[src/pmcrc_defines.svh]
// Function
// - write byte0 starts 256-byte 16-bit checksum
// - block start address is written byte, 00
// - block result: byte1 msb, byte0 lsb
// - write byte1 starts 32-bit whole-memory checksum
// - whole-memory checksum starts at address 0000
// - whole result: byte3 msb down to byte0
// - halted device lends reset and data pins
`ifndef PMCRC_DEFINES_SVH
`define PMCRC_DEFINES_SVH
// =====================================================
// register offsets on the debug link
`define PMCRC_ADDR_BYTE0 8'hA9
`define PMCRC_ADDR_BYTE1 8'hAA
`define PMCRC_ADDR_BYTE2 8'hAB
`define PMCRC_ADDR_BYTE3 8'hAC
// =====================================================
// reset values and checksum defaults
`define PMCRC_RESULT_RESET 8'h00
`define PMCRC_BLOCK_LOW 8'h00
`define PMCRC_WHOLE_START 16'h0000
`define PMCRC_BLOCK_BYTES 17'h00100
`define PMCRC_POLY16 16'h1021
`define PMCRC_POLY32 32'h04C11DB7
`define PMCRC_SEED16 16'h0000
`define PMCRC_SEED32 32'h00000000
`endif

[src/pmcrc_pkg.sv]
package pmcrc_pkg;
    // =====================================================
    // register access from the debug link
    typedef struct packed {
        logic       wr;
        logic [7:0] addr;
        logic [7:0] wdata;
    } pmcrc_req_t;
    // =====================================================
    // program memory read port
    typedef struct packed {
        logic        rd;
        logic [15:0] addr;
    } pmcrc_mem_t;
    typedef enum logic [1:0] {
        PMCRC_IDLE  = 2'b00,
        PMCRC_READ  = 2'b01,
        PMCRC_ACCUM = 2'b10
    } pmcrc_state_t;
endpackage

[src/pmcrc_engine.sv]
`timescale 1ns/1ps
`include "pmcrc_defines.svh"
module pmcrc_engine import pmcrc_pkg::*; #(
    parameter int          PROG_BYTES = 65536,
    parameter logic [15:0] POLY16     = `PMCRC_POLY16,
    parameter logic [31:0] POLY32     = `PMCRC_POLY32,
    parameter logic [15:0] SEED16     = `PMCRC_SEED16,
    parameter logic [31:0] SEED32     = `PMCRC_SEED32
) (
    input  wire logic       i_clk,
    input  wire logic       i_reset_n,
    input  wire pmcrc_req_t i_req,
    output logic [7:0]      o_rdata,
    output pmcrc_mem_t      o_mem,
    input  wire logic [7:0] i_mem_data,
    input  wire logic       i_halted,
    output logic            o_pins_borrowed,
    output logic            o_busy
);
    // =====================================================
    // parameter check
    if (PROG_BYTES < 256 || PROG_BYTES > 65536 || (PROG_BYTES % 256) != 0) begin
        $error("PROG_BYTES must be a multiple of 256 up to 65536");
    end

    localparam logic [16:0] PROG_LEN = 17'(PROG_BYTES);

    // =====================================================
    // checksum step, one byte msb first
    function automatic logic [31:0] crc_step(input logic [31:0] c, input logic [7:0] d,
                                             input logic wide);
        logic [31:0] r;
        logic        fb;
        integer      i;
        r = c;
        for (i = 0; i < 8; i = i + 1) begin
            fb = (wide ? r[31] : r[15]) ^ d[7-i];
            r  = r << 1;
            if (fb) begin
                r = r ^ (wide ? POLY32 : {16'h0000, POLY16});
            end
        end
        if (!wide) begin
            r[31:16] = 16'h0000;
        end
        return r;
    endfunction

    // =====================================================
    // engine state
    pmcrc_state_t    state, next_state;
    logic            wide, next_wide;
    logic [15:0]     addr, next_addr;
    logic [16:0]     left, next_left;
    logic [31:0]     crc, next_crc;
    logic [3:0][7:0] result, next_result;
    logic [7:0]      next_rdata;
    logic            done;

    assign done = (state == PMCRC_ACCUM) && (left == 17'h00001);

    always_comb begin
        next_state  = state;
        next_wide   = wide;
        next_addr   = addr;
        next_left   = left;
        next_crc    = crc;
        next_result = result;
        unique case (state)
            PMCRC_IDLE: begin
                if (i_req.wr) begin
                    unique case (i_req.addr)
                        `PMCRC_ADDR_BYTE0: begin
                            next_result[0] = i_req.wdata;
                            next_state     = PMCRC_READ;
                            next_wide      = 1'b0;
                            next_addr      = {i_req.wdata, `PMCRC_BLOCK_LOW};
                            next_left      = `PMCRC_BLOCK_BYTES;
                            next_crc       = {16'h0000, SEED16};
                        end
                        `PMCRC_ADDR_BYTE1: begin
                            next_result[1] = i_req.wdata;
                            next_state     = PMCRC_READ;
                            next_wide      = 1'b1;
                            next_addr      = `PMCRC_WHOLE_START;
                            next_left      = PROG_LEN;
                            next_crc       = SEED32;
                        end
                        `PMCRC_ADDR_BYTE2: next_result[2] = i_req.wdata;
                        `PMCRC_ADDR_BYTE3: next_result[3] = i_req.wdata;
                        default: begin
                        end
                    endcase
                end
            end
            PMCRC_READ: begin
                next_state = PMCRC_ACCUM;
            end
            PMCRC_ACCUM: begin
                next_crc  = crc_step(crc, i_mem_data, wide);
                next_addr = addr + 16'h0001;
                next_left = left - 17'h00001;
                if (done) begin
                    next_state = PMCRC_IDLE;
                    if (wide) begin
                        next_result = next_crc;
                    end else begin
                        next_result[1] = next_crc[15:8];
                        next_result[0] = next_crc[7:0];
                    end
                end else begin
                    next_state = PMCRC_READ;
                end
            end
            default: next_state = PMCRC_IDLE;
        endcase
    end

    // =====================================================
    // read data decode
    always_comb begin
        unique case (i_req.addr)
            `PMCRC_ADDR_BYTE0: next_rdata = result[0];
            `PMCRC_ADDR_BYTE1: next_rdata = result[1];
            `PMCRC_ADDR_BYTE2: next_rdata = result[2];
            `PMCRC_ADDR_BYTE3: next_rdata = result[3];
            default:           next_rdata = 8'h00;
        endcase
    end

    always_ff @(posedge i_clk or negedge i_reset_n) begin
        if (!i_reset_n) begin
            state           <= PMCRC_IDLE;
            wide            <= 1'b0;
            addr            <= 16'h0000;
            left            <= 17'h00000;
            crc             <= 32'h00000000;
            result          <= {4{`PMCRC_RESULT_RESET}};
            o_rdata         <= 8'h00;
            o_pins_borrowed <= 1'b0;
        end else begin
            state           <= next_state;
            wide            <= next_wide;
            addr            <= next_addr;
            left            <= next_left;
            crc             <= next_crc;
            result          <= next_result;
            o_rdata         <= next_rdata;
            o_pins_borrowed <= i_halted;
        end
    end

    assign o_mem.rd   = (state == PMCRC_READ);
    assign o_mem.addr = addr;
    assign o_busy     = (state != PMCRC_IDLE);

    // =====================================================
    // checks
    logic [16:0] seen;
    always_ff @(posedge i_clk or negedge i_reset_n) begin
        if (!i_reset_n) begin
            seen <= 17'h00000;
        end else if (state == PMCRC_IDLE) begin
            seen <= 17'h00000;
        end else if (state == PMCRC_ACCUM) begin
            seen <= seen + 17'h00001;
        end
    end
endmodule

[config.mk]
export PLATFORM = sky130hd
export DESIGN_NAME = pmcrc_engine
export DESIGN_NICKNAME = d
export VERILOG_FILES = /design/src/pmcrc_pkg.sv /design/src/pmcrc_engine.sv
export VERILOG_INCLUDE_DIRS = /design/src
export SDC_FILE = /design/constraint.sdc
export NUM_CORES = 1
export LEC_CHECK = 0
export BUFFER_PORTS_ARGS = -buffer_cell sky130_fd_sc_hd__buf_2
export CAP_MARGIN = 20
export CORE_ASPECT_RATIO = 2
export CORE_MARGIN = 5
export CORE_UTILIZATION = 54
export DETAILED_ROUTE_END_ITERATION = 12
export GPL_TIMING_DRIVEN = 0
export PLACE_DENSITY = 0.88
export SYNTH_ARGS = -nofsm -noshare
export SYNTH_HDL_FRONTEND = slang
export SYNTH_SLANG_ARGS = --single-unit
[constraint.sdc]
create_clock -name i_clk -period 2.8 [get_ports i_clk]
set_clock_uncertainty 0.1 [all_clocks]
set_input_delay 0.84 -clock i_clk [delete_from_list [all_inputs] [get_ports i_clk]]
set_output_delay 0.84 -clock i_clk [all_outputs]
set_load 0.02 [all_outputs]
==> summary.md, run 1 <==
| Metric | Value |
|---|---|
| CTS root buffer | `clkbuf_16` |
| Crit share post-route | `1.04` |
| Crit path time final | `2910 ps` |
| Final HPWL from detailed placement | `13.5 mm` |
| Routed Antenna Nets | `0` |
| Synth area leaders | `dfrtp_1 (45%), xnor2_1 (10%), nand2_1 (6.2%)` |
| Synth Instances | `around 630` |
| Hold Buf Count CTS | `0` |
| Max Fclk | `343 MHz` |
| Startpoint Class | `flop` |
| CP dominant cell by count | `or3_4` |
| Routed len/inst | `23.9 um` |
| Antenna violations before repair | `0` |
| Worst-path fanout max | `4` |
| Die Width | `84.9 um` |
| Largest net degree at the start of global routing | `70` |
| Core Util, Final | `0.709` |
| Overflow after GRT | `0` |
| Dpl ws | `-805 ps` |
| Area leader, netlist | `dfrtp_1` |
| Crit path arrival time | `3060 ps` |
| IO Pins | `55` |
| Vias/cell | `about 6.5` |
| Critical path cell sequence | `or3_4, or3_4, or4_4, or3_4, a21oi_4, buf_6, o211ai_1, o21a_1` |
| TritonCTS clock tree | `yes` |
| # DRC | `0` |
| HP Class | `input port to asynchronous set/reset pin` |
| Initial DRC Count | `857` |
| VDD IR max | `0.843 mV` |
| Leakage | `3.54 nW` |
| Failing checks | `negative setup slack` |
| Distinct cells, synth | `56` |
| Vias in the first global route | `between 5000 and 6000` |
| CTS sink cnt | `109` |
| Number of synthesized flops with an enable pin | `0` |
| Mapped Nets | `663` |
| Setup ws final | `-114 ps` |
| Async SR Flop Fraction | `1.00` |
| Pre-Repair DR Iteration Count | `6` |
| Setup CP Type | `flop to flop` |
| PwrDens | `1310 nW/um^2` |
| Crit-path max cell delay | `470 ps` |
| Top delay family on crit path | `simple AND/OR/NAND/NOR gates` |
| Post-synthesis sequential area ratio | `0.450` |
| Worst path bufs/invs | `1` |
| Row count | `54` |
| IO buf count | `54` |
| Final Hold Violating Endpoints | `0` |
| Antenna fix cells | `0` |
| Num CTS Buffers | `9` |
| Slowest CP cell | `or4_4` |
| Max-slew headroom | `0.457` |
| Outcome | `finished with violations` |
| GPL Wtd Cong | `1.04` |
| Starting Density | `0.554` |
| MaxCap Viol Count | `0` |
| Cells on worst reg2reg path | `8` |
| Post-Syn Area per Cell | `9.59 um^2` |
| Tightest Pin Transition | `807 ps` |
| Layout cells sized above 1 | `0.275` |
| Slew Limit Fails | `0` |
| Htree depth | `3` |
| Stages on worst setup path | `8` |
| Synthesized area | `6060 um^2` |
| Crit path capture type | `flop` |
| First-pass GRT wire length | `about 31 mm` |
| P&R area growth vs syn | `28.0%` |
| FF+latch count, synth | `~110` |
| Proportion of netlist area held by the largest area contributor | `0.450` |
| # setup viols final | `30` |
| Clock buffer depth | `2` |
| Core Area | `10900 um^2` |
| Total Die Area | `around 14000 um^2` |
| Reg clk slew, reported paths | `80 ps` |
| Synth warnings | `0` |
| GRT Util Overall | `0.297` |
| Primary FF master, synth | `dfrtp_1` |
| Clock latency on the worst-skew pair | `around 360 ps` |
| WL final | `21.3 mm` |
| Final nets | `778` |
| Worst EP required | `2950 ps` |
| Total number of vias | `5764` |
| RSZ-0062 raised after global routing | `true` |
| Die height | `160 um` |
-- logic make-up (layout without fill, tap and decap cells) --
group | count (synthesis) | in the layout | share of synthesized area
fa+ha+maj | 3 | 3 | 0.00620
buf+inv | 39 | 159 | 0.0281
xor+xnor | 110 | 110 | 0.180
compound gates | 131 | 131 | 0.140
flops | 109 | 109 | 0.450
mux | 19 | 19 | 0.0332
simple gates | 221 | 221 | 0.162
-- Yosys cell counts, types with 3 or more instances --
library cell  number
nand3b_1           3
o21a_1            10
nor2b_1            3
or2_2              4
inv_1              9
buf_2              4
a21oi_1           16
mux2i_1           10
and3_1             5
xnor2_1           70
nand2_1          100
xor2_1            29
nor2_1            58
ha_1               3
nor4_1             3
o22ai_1            4
mux2_2             8
dfrtp_1          109
nand4_1            5
a22oi_1            8
or3_1              3
and2_1             3
nand3_1           16
xnor2_2            4
nor3_1             9
clkbuf_1          23
o211ai_1           9
a21o_1             6
a31oi_1           12
o22a_1             5
o21ai_0           45
-- stage by stage --
step	hold WS [ps]	total power [W]	instances	setup TNS (ps)	area, um^2
after floorplan	344	0.00558	632	-156	6110
after global placement	365	0.00669	826	-72480	6560
after detailed placement	367	0.00686	827	-37380	6590
after CTS	387	0.00904	866	-412	7360
after global routing	396	0.0105	892	-3090	7760
final	370	0.0101	892	-1600	7760
-- path summary, 6_finish.rpt --
path | from | to | slack, ps
worst max-delay path | left[12] | result[18] | -110
worst min-delay path | i_reset_n | left[10] | 370
min in group i_clk | result[4] | result[4] | 390
max in group asynchronous | i_reset_n | crc[14] | 1460
worst max register to register | left[12] | result[18] | -110
worst min register to register | result[4] | result[4] | 390
-- repair_timing --
| action | in CTS | in global routing |
|---|---|---|
| cloned | 1 | 1 |
| endpoints found under the hold margin | 0 | 0 |
| gates resized for setup | 53 | 43 |
| buffers inserted | 22 | 25 |
| setup endpoints to repair | 60 | 68 |
| pin swaps | 11 | 14 |
-- routing by layer --
metal | wire length [um] | track usage | share of wire | vias up
met5 | 0 | 0 | 0 | -
met4 | 1890 | 0.218 | 0.089 | 0
met3 | 1800 | 0.0433 | 0.084 | 143
met2 | 10800 | 0.512 | 0.50 | 467
met1 | 6890 | 0.323 | 0.32 | 2769
li1 | - | - | - | 2385
-- final cells by class --
cell class                 instances  area (um^2)
clock buffer                       9          225
multi-input combinational        484         3630
tap                              140          175
sequential                       109         2730
clock inverter                     7         67.6
fill                             700         3190
buffer                            30          179
inverter                           9         33.8
timing repair buffer             104          714
-- registers in the layout (all words and copies together) (netlist names) --
| name | count |
|---|---|
| left | 17 |
| o_rdata | 8 |
| result | 32 |
| o_pins_borrowed | 1 |
| state | 2 |
| crc | 32 |
| addr | 16 |
| wide | 1 |
-- layout by cell type, fill, tap and decap left out, drive strengths merged, types with 12 or more instances in the layout --
| cell type | n |
|---|---|
| xnor2 | 76 |
| o21ai | 46 |
| nand2 | 100 |
| dfrtp | 109 |
| a21oi | 18 |
| xor2 | 31 |
| nand3 | 16 |
| clkbuf | 30 |
| a31oi | 12 |
| nor2 | 58 |
| inv | 12 |
| buf | 113 |
-- power by group --
group          switching, W  internal (W)  total, W  leakage (nW)
clock network      0.000639      0.000625   0.00126         0.140
logic               0.00349       0.00284   0.00633          2.00
registers          0.000496       0.00205   0.00254          1.40
total               0.00463       0.00551    0.0101          3.54
Power figures use the tool's default switching activity.
==> run 2, diff against run 1 <==
--- a/config.mk
+++ b/config.mk
@@ -10,10 +10,10 @@
 export CAP_MARGIN = 20
 export CORE_ASPECT_RATIO = 2
 export CORE_MARGIN = 5
-export CORE_UTILIZATION = 54
+export CORE_UTILIZATION = 60
 export DETAILED_ROUTE_END_ITERATION = 12
 export GPL_TIMING_DRIVEN = 0
-export PLACE_DENSITY = 0.88
+export PLACE_DENSITY = 0.92
 export SYNTH_ARGS = -nofsm -noshare
 export SYNTH_HDL_FRONTEND = slang
 export SYNTH_SLANG_ARGS = --single-unit
==> constraint.sdc (replaced) <==
create_clock -name i_clk -period 3.55 [get_ports i_clk]
set_clock_uncertainty 0.1 [all_clocks]
set_input_delay 1.065 -clock i_clk [delete_from_list [all_inputs] [get_ports i_clk]]
set_output_delay 1.065 -clock i_clk [all_outputs]
set_load 0.02 [all_outputs]
==> summary.md, run 2 (synthesis gave the netlist of run 1 again) <==
| Metric | Value |
|---|---|
| Largest net degree at the start of global routing | `69 (was 70)` |
| IO buf count | `54 (unchanged)` |
| Vias in the first global route | `5538 (was 5688)` |
| VDD IR max | `0.588 mV (was 0.843 mV)` |
| Starting Density | `0.605 (was 0.554)` |
| GRT Util Overall | `0.321 (was 0.297)` |
| Overflow after GRT | `0 (unchanged)` |
| Outcome | `completed (was finished with violations)` |
| Tightest Pin Transition | `889 ps (was 807 ps)` |
| Crit path capture type | `flop (unchanged)` |
| CTS sink cnt | `109 (unchanged)` |
| Max-slew headroom | `0.403 (was 0.457)` |
| Vias/cell | `6.34 (was 6.46)` |
| Initial DRC Count | `628 (was 857)` |
| # DRC | `0 (unchanged)` |
| Worst EP required | `3690 ps (was 2950 ps)` |
| Total number of vias | `5297 (was 5764)` |
| Leakage | `3.13 nW (was 3.54 nW)` |
| Crit path time final | `3460 ps` |
| Die height | `152 um (was 160 um)` |
| First-pass GRT wire length | `29.3 mm (was 31.1 mm)` |
| Crit path arrival time | `3600 ps (was 3060 ps)` |
| Crit share post-route | `0.975` |
| Reg clk slew, reported paths | `70 ps (was 80 ps)` |
| Pre-Repair DR Iteration Count | `5 (was 6)` |
| WL final | `18.6 mm (was 21.3 mm)` |
| P&R area growth vs syn | `13.3% (was 28.0%)` |
| GPL Wtd Cong | `1.01 (was 1.04)` |
| Antenna fix cells | `0 (unchanged)` |
| Startpoint Class | `input port (was flop)` |
| # setup viols final | `0 (was 30)` |
| HP Class | `flop to flop (was input port to asynchronous set/reset pin)` |
| Fillers | `766 (was 700)` |
| Num CTS Buffers | `9 (unchanged)` |
| Total Die Area | `12300 um^2 (was 13600 um^2)` |
| Worst-path fanout max | `9 (was 4)` |
| Routed Antenna Nets | `0 (unchanged)` |
| Antenna violations before repair | `0 (unchanged)` |
| Largest registers | `crc x32, result x32, left x17 (unchanged)` |
| IO Pins | `55 (unchanged)` |
| MaxCap Viol Count | `0 (unchanged)` |
| Hold Buf Count CTS | `0 (unchanged)` |
| PwrDens | `966 nW/um^2 (was 1310 nW/um^2)` |
| Row count | `52 (was 54)` |
| Commonest non-fill, non-tap cell in the layout | `dfrtp_1 (unchanged)` |
| Final HPWL from detailed placement | `13.2 mm (was 13.5 mm)` |
| CTS root buffer | `clkbuf_16 (unchanged)` |
| Htree depth | `3 (unchanged)` |
| TritonCTS clock tree | `yes (unchanged)` |
| Max Fclk | `between 200 and 300 MHz` |
| Routed len/inst | `22.3 um (was 23.9 um)` |
| Setup CP Type | `input port to flop (was flop to flop)` |
| Die Width | `81.1 um (was 84.9 um)` |
| Slew Limit Fails | `0 (unchanged)` |
| Clock latency on the worst-skew pair | `350 ps (was 360 ps)` |
| Layout cells sized above 1 | `0.158 (was 0.275)` |
| Final Hold Violating Endpoints | `0 (unchanged)` |
| Core Area | `10000 um^2 (was 10900 um^2)` |
| Design Power | `0.00663 W (was 0.0101 W)` |
| RSZ-0062 raised after global routing | `false (was true)` |
| Final nets | `728 (was 778)` |
| Core Util, Final | `0.685 (was 0.709)` |
| Most frequent cells in the layout | `dfrtp_1 (109), nand2_1 (100), xnor2_1 (67), nor2_1 (57), buf_2 (57) (was dfrtp_1 (106), nand2_1 (99), xnor2_1 (56), buf_2 (56), nor2_1 (55))` |
| Clock buffer depth | `2 (unchanged)` |
run 2: power breakdown:
| group | leakage (nW) | switching, W | internal [W] | total [W] |
|---|---|---|---|---|
| combinational | 1.58 | 0.00219 | 0.00145 | 0.00363 |
| sequential | 1.40 | 0.000362 | 0.00161 | 0.00197 |
| clock | 0.144 | 0.000458 | 0.000569 | 0.00103 |
| total | 3.13 | 0.00301 | 0.00363 | 0.00663 |
run 2: cell type report:
class / count / area, um^2 / share of cell area
clock inverters: 4 / 57.6 / 0.00838
well taps: 135 / 169 / 0.0246
plain buffers: 29 / 134 / 0.0195
clock buffers: 11 / 243 / 0.0353
flip-flops and latches: 109 / 2730 / 0.397
multi-input cells: 484 / 3200 / 0.466
inverters: 9 / 33.8 / 0.00492
repair buffers: 55 / 300 / 0.0437
run 2: per-layer routing:
metal  global-route usage  wire length, um
met5                    0                0
met1                0.342             5950
met4                0.259             1840
met2                0.528             9480
met3               0.0669             1370
run 2: timing repair:
item	in CTS	in global routing
setup buffers	0	0
setup endpoints to repair	11	7
gates cloned	0	0
gates resized for setup	2	8
run 2: critical path: stages:
cell and delay [ps]:
buf_2 140, xor3_1 440, mux2i_2 300, xnor2_4 270, xnor3_1 480, nor2_1 130
xnor2_1 220, o21ai_1 210, mux2_1 330
run 2: metrics by stage:
step | cell area, um^2 | worst slack (ps) | TNS, ps | hold WS, ps | instances
6_report | 6870 | 88.6 | 0 | 386 | 836
5_1_grt | 6870 | 19.6 | 0 | 404 | 836
4_1_cts | 6830 | 98.3 | 0 | 389 | 836
3_5_place_dp | 6530 | -600 | -13080 | 373 | 822
3_3_place_gp | 6500 | -402 | -6920 | 363 | 821
2_1_floorplan | 6060 | 302 | 0 | 345 | 632
run 2: worst paths after layout:
kind	startpoint	slack [ps]	to	cells after the start
worst min-delay path	result[22]	390	o_rdata[6]	2
max in group asynchronous	i_reset_n	2010	addr[4]	2
worst min register to register	result[22]	390	o_rdata[6]	2
worst max register to register	wide	250	result[26]	9
min in group asynchronous	i_reset_n	610	result[18]	1
worst max-delay path	i_mem_data[7]	90	result[7]	9
==> run 3, diff against run 2 <==
--- a/config.mk
+++ b/config.mk
@@ -11,9 +11,11 @@
 export CORE_ASPECT_RATIO = 2
 export CORE_MARGIN = 5
 export CORE_UTILIZATION = 60
+export CTS_BUF_LIST = sky130_fd_sc_hd__clkbuf_2 sky130_fd_sc_hd__clkbuf_4 sky130_fd_sc_hd__clkbuf_8
 export DETAILED_ROUTE_END_ITERATION = 12
 export GPL_TIMING_DRIVEN = 0
 export PLACE_DENSITY = 0.92
+export REMOVE_ABC_BUFFERS = 1
 export SYNTH_ARGS = -nofsm -noshare
 export SYNTH_HDL_FRONTEND = slang
 export SYNTH_SLANG_ARGS = --single-unit
==> summary.md, run 3 (synthesis gave the netlist of run 1 again) <==
| Metric | Value |
|---|---|
| Outcome | `completed (unchanged)` |
| IO Pins | `55 (unchanged)` |
| Clock buffer depth | `2 (unchanged)` |
| Antenna fix cells | `0 (unchanged)` |
| Dpl cells | `795 (was 822)` |
| # setup viols final | `0 (unchanged)` |
| Hold Buf Count CTS | `0 (unchanged)` |
| Htree depth | `3 (unchanged)` |
| CTS sink cnt | `109 (unchanged)` |
| Leakage | `3.04 nW (was 3.13 nW)` |
| Placed Area | `6440 um^2 (was 6530 um^2)` |
| Num CTS Buffers | `9 (unchanged)` |
| MaxCap Viol Count | `0 (unchanged)` |
| Worst EP required | `3780 ps (was 3690 ps)` |
| Clock latency on the worst-skew pair | `390 ps (was 350 ps)` |
| Tightest Pin Transition | `1030 ps (was 889 ps)` |
| GRT Util Overall | `0.290 (was 0.321)` |
| Largest net degree at the start of global routing | `74 (was 69)` |
| Final Hold Violating Endpoints | `0 (unchanged)` |
| VDD IR max | `0.489 mV (was 0.588 mV)` |
| # DRC | `0 (unchanged)` |
| Die height | `152 um (unchanged)` |
| Total negative slack | `0 ps (unchanged)` |
| Initial DRC Count | `726 (was 628)` |
| Antenna violations before repair | `0 (unchanged)` |
| Vias in the first global route | `5393 (was 5538)` |
| Total Die Area | `12300 um^2 (unchanged)` |
| Starting Density | `0.605 (unchanged)` |
| Final HPWL from detailed placement | `11.3 mm (was 13.2 mm)` |
| Total number of vias | `5242 (was 5297)` |
| Multi-input gate area | `3180 um^2 (was 3200 um^2)` |
| Hold Startpoint | `crc[26] (was result[22])` |
| HP Class | `flop to flop (unchanged)` |
| Crit path time final | `3390 ps (was 3460 ps)` |
| WL final | `17.1 mm (was 18.6 mm)` |
| PwrDens | `916 nW/um^2 (was 966 nW/um^2)` |
| Setup CP Type | `input port to flop (unchanged)` |
| CTS root buffer | `clkbuf_8 (was clkbuf_16)` |
| Commonest non-fill, non-tap cell in the layout | `dfrtp_1 (unchanged)` |
| Routed Antenna Nets | `0 (unchanged)` |
| Crit path capture type | `flop (unchanged)` |
| Row count | `52 (unchanged)` |
| R2R Setup Slk | `190 ps (was 250 ps)` |
| Cells on worst reg2reg path | `8 (was 9)` |
| TritonCTS clock tree | `yes (unchanged)` |
| Most frequent cells in the layout | `dfrtp_1 (108), nand2_1 (100), xnor2_1 (70), nor2_1 (56), buf_2 (53) (was dfrtp_1 (109), nand2_1 (100), xnor2_1 (67), nor2_1 (57), buf_2 (57))` |
| Vias/cell | `6.46 (was 6.34)` |
| Crit path arrival time | `3610 ps (was 3600 ps)` |
| Reg2reg end | `result[4] (was result[26])` |
| FF/Latch Area | `2730 um^2 (about the same)` |
| Startpoint Class | `input port (unchanged)` |
| IO buf count | `54 (unchanged)` |
| Reg clk slew, reported paths | `100 ps (was 70 ps)` |
| Slew Limit Fails | `0 (unchanged)` |
| Hold Crit Endpoint | `crc[26] (was o_rdata[6])` |
| Pre-Repair DR Iteration Count | `6 (was 5)` |
| Non-Filler Instances | `812 (was 836)` |
| Crit share post-route | `0.954 (was 0.975)` |
| Core Area | `10000 um^2 (unchanged)` |
| Overflow after GRT | `0 (unchanged)` |
| First-pass GRT wire length | `27.4 mm (was 29.3 mm)` |
| Largest registers | `crc x32, result x32, left x17 (unchanged)` |
| Routed len/inst | `21.1 um (was 22.3 um)` |
| RSZ-0062 raised after global routing | `false (unchanged)` |
| Worst-path fanout max | `8 (was 9)` |
| Max-slew headroom | `0.311 (was 0.403)` |
| Min Hold Slack | `392 ps (was 386 ps)` |
| P&R area growth vs syn | `10.4% (was 13.3%)` |
| Post-route cell area | `6690 um^2 (was 6870 um^2)` |
| Hold path cells | `2 (unchanged)` |
| Fillers | `757 (was 766)` |
| Die Width | `81.1 um (unchanged)` |
| GPL Wtd Cong | `0.949 (was 1.01)` |
| Max Fclk | `295 MHz (was 289 MHz)` |
| Final nets | `704 (was 728)` |
| Layout cells sized above 1 | `0.158 (about the same)` |
| Reg2Reg Launch Point | `wide (unchanged)` |
run 3: cell types whose count changed in the layout (fill, tap and decap cells not counted), sizes merged:
cell	change
clkbuf	-24
clkinv	+1
buf	-2
clkinvlp	+1
run 3: what timing repair did:
| action | 4_1_cts | 5_1_grt |
|---|---|---|
| pin swaps | 0 | 1 |
| setup endpoints to repair | 5 | 28 |
| setup buffers | 0 | 2 |
| resized for setup | 2 | 5 |
run 3: per-stage QoR:
| stage | setup WS, ps | power, W | utilization |
|---|---|---|---|
| after floorplan | 101 | 0.00437 | - |
| after global placement | -591 | 0.00498 | 0.635 |
| after detailed placement | -464 | 0.00514 | 0.643 |
| after CTS | 10.0 | 0.00601 | 0.663 |
| after global routing | 120 | 0.00645 | 0.668 |
| final | 164 | 0.00613 | 0.668 |
run 3: metal layers:
metal | vias to the layer above | share of wire | GRT usage
li1 | 2243 | - | -
met1 | 2550 | 0.34 | 0.342
met2 | 330 | 0.49 | 0.464
met3 | 119 | 0.075 | 0.0575
met4 | 0 | 0.087 | 0.200
met5 | - | 0 | 0
run 3: worst max path at each step:
stage	cells after the start	start	to	slack (ps)
2_1_floorplan	8	i_req[14]	left[12]	100
3_3_place_gp	8	i_req[14]	left[2]	-590
3_5_place_dp	8	i_req[14]	result[22]	-460
4_1_cts	9	i_req[14]	left[14]	10
5_1_grt	8	i_req[14]	result[14]	120
6_report	9	i_mem_data[6]	result[4]	160
run 3: cell type report:
class | count | share of cell area
Clock buffer | 9 | 0.0185
Clock inverter | 6 | 0.0110
Inverter | 9 | 0.00505
Multi-Input combinational cell | 484 | 0.476
Sequential cell | 109 | 0.408
Tap cell | 135 | 0.0252
Timing Repair Buffer | 60 | 0.0565
run 3: where the power goes:
part	internal (W)	total, W	switching (W)
Combinational	0.00140	0.00338	0.00197
Clock	0.000330	0.000785	0.000455
Sequential	0.00161	0.00197	0.000358
run 3: worst max-delay path, cell delays in order:
cell and delay, ps:
buf_2 150, xor3_1 340, mux2i_1 130, xnor2_2 620, xor2_2 410, mux2i_1 270, xnor2_1 100, a211oi_1 380
a21o_1 130
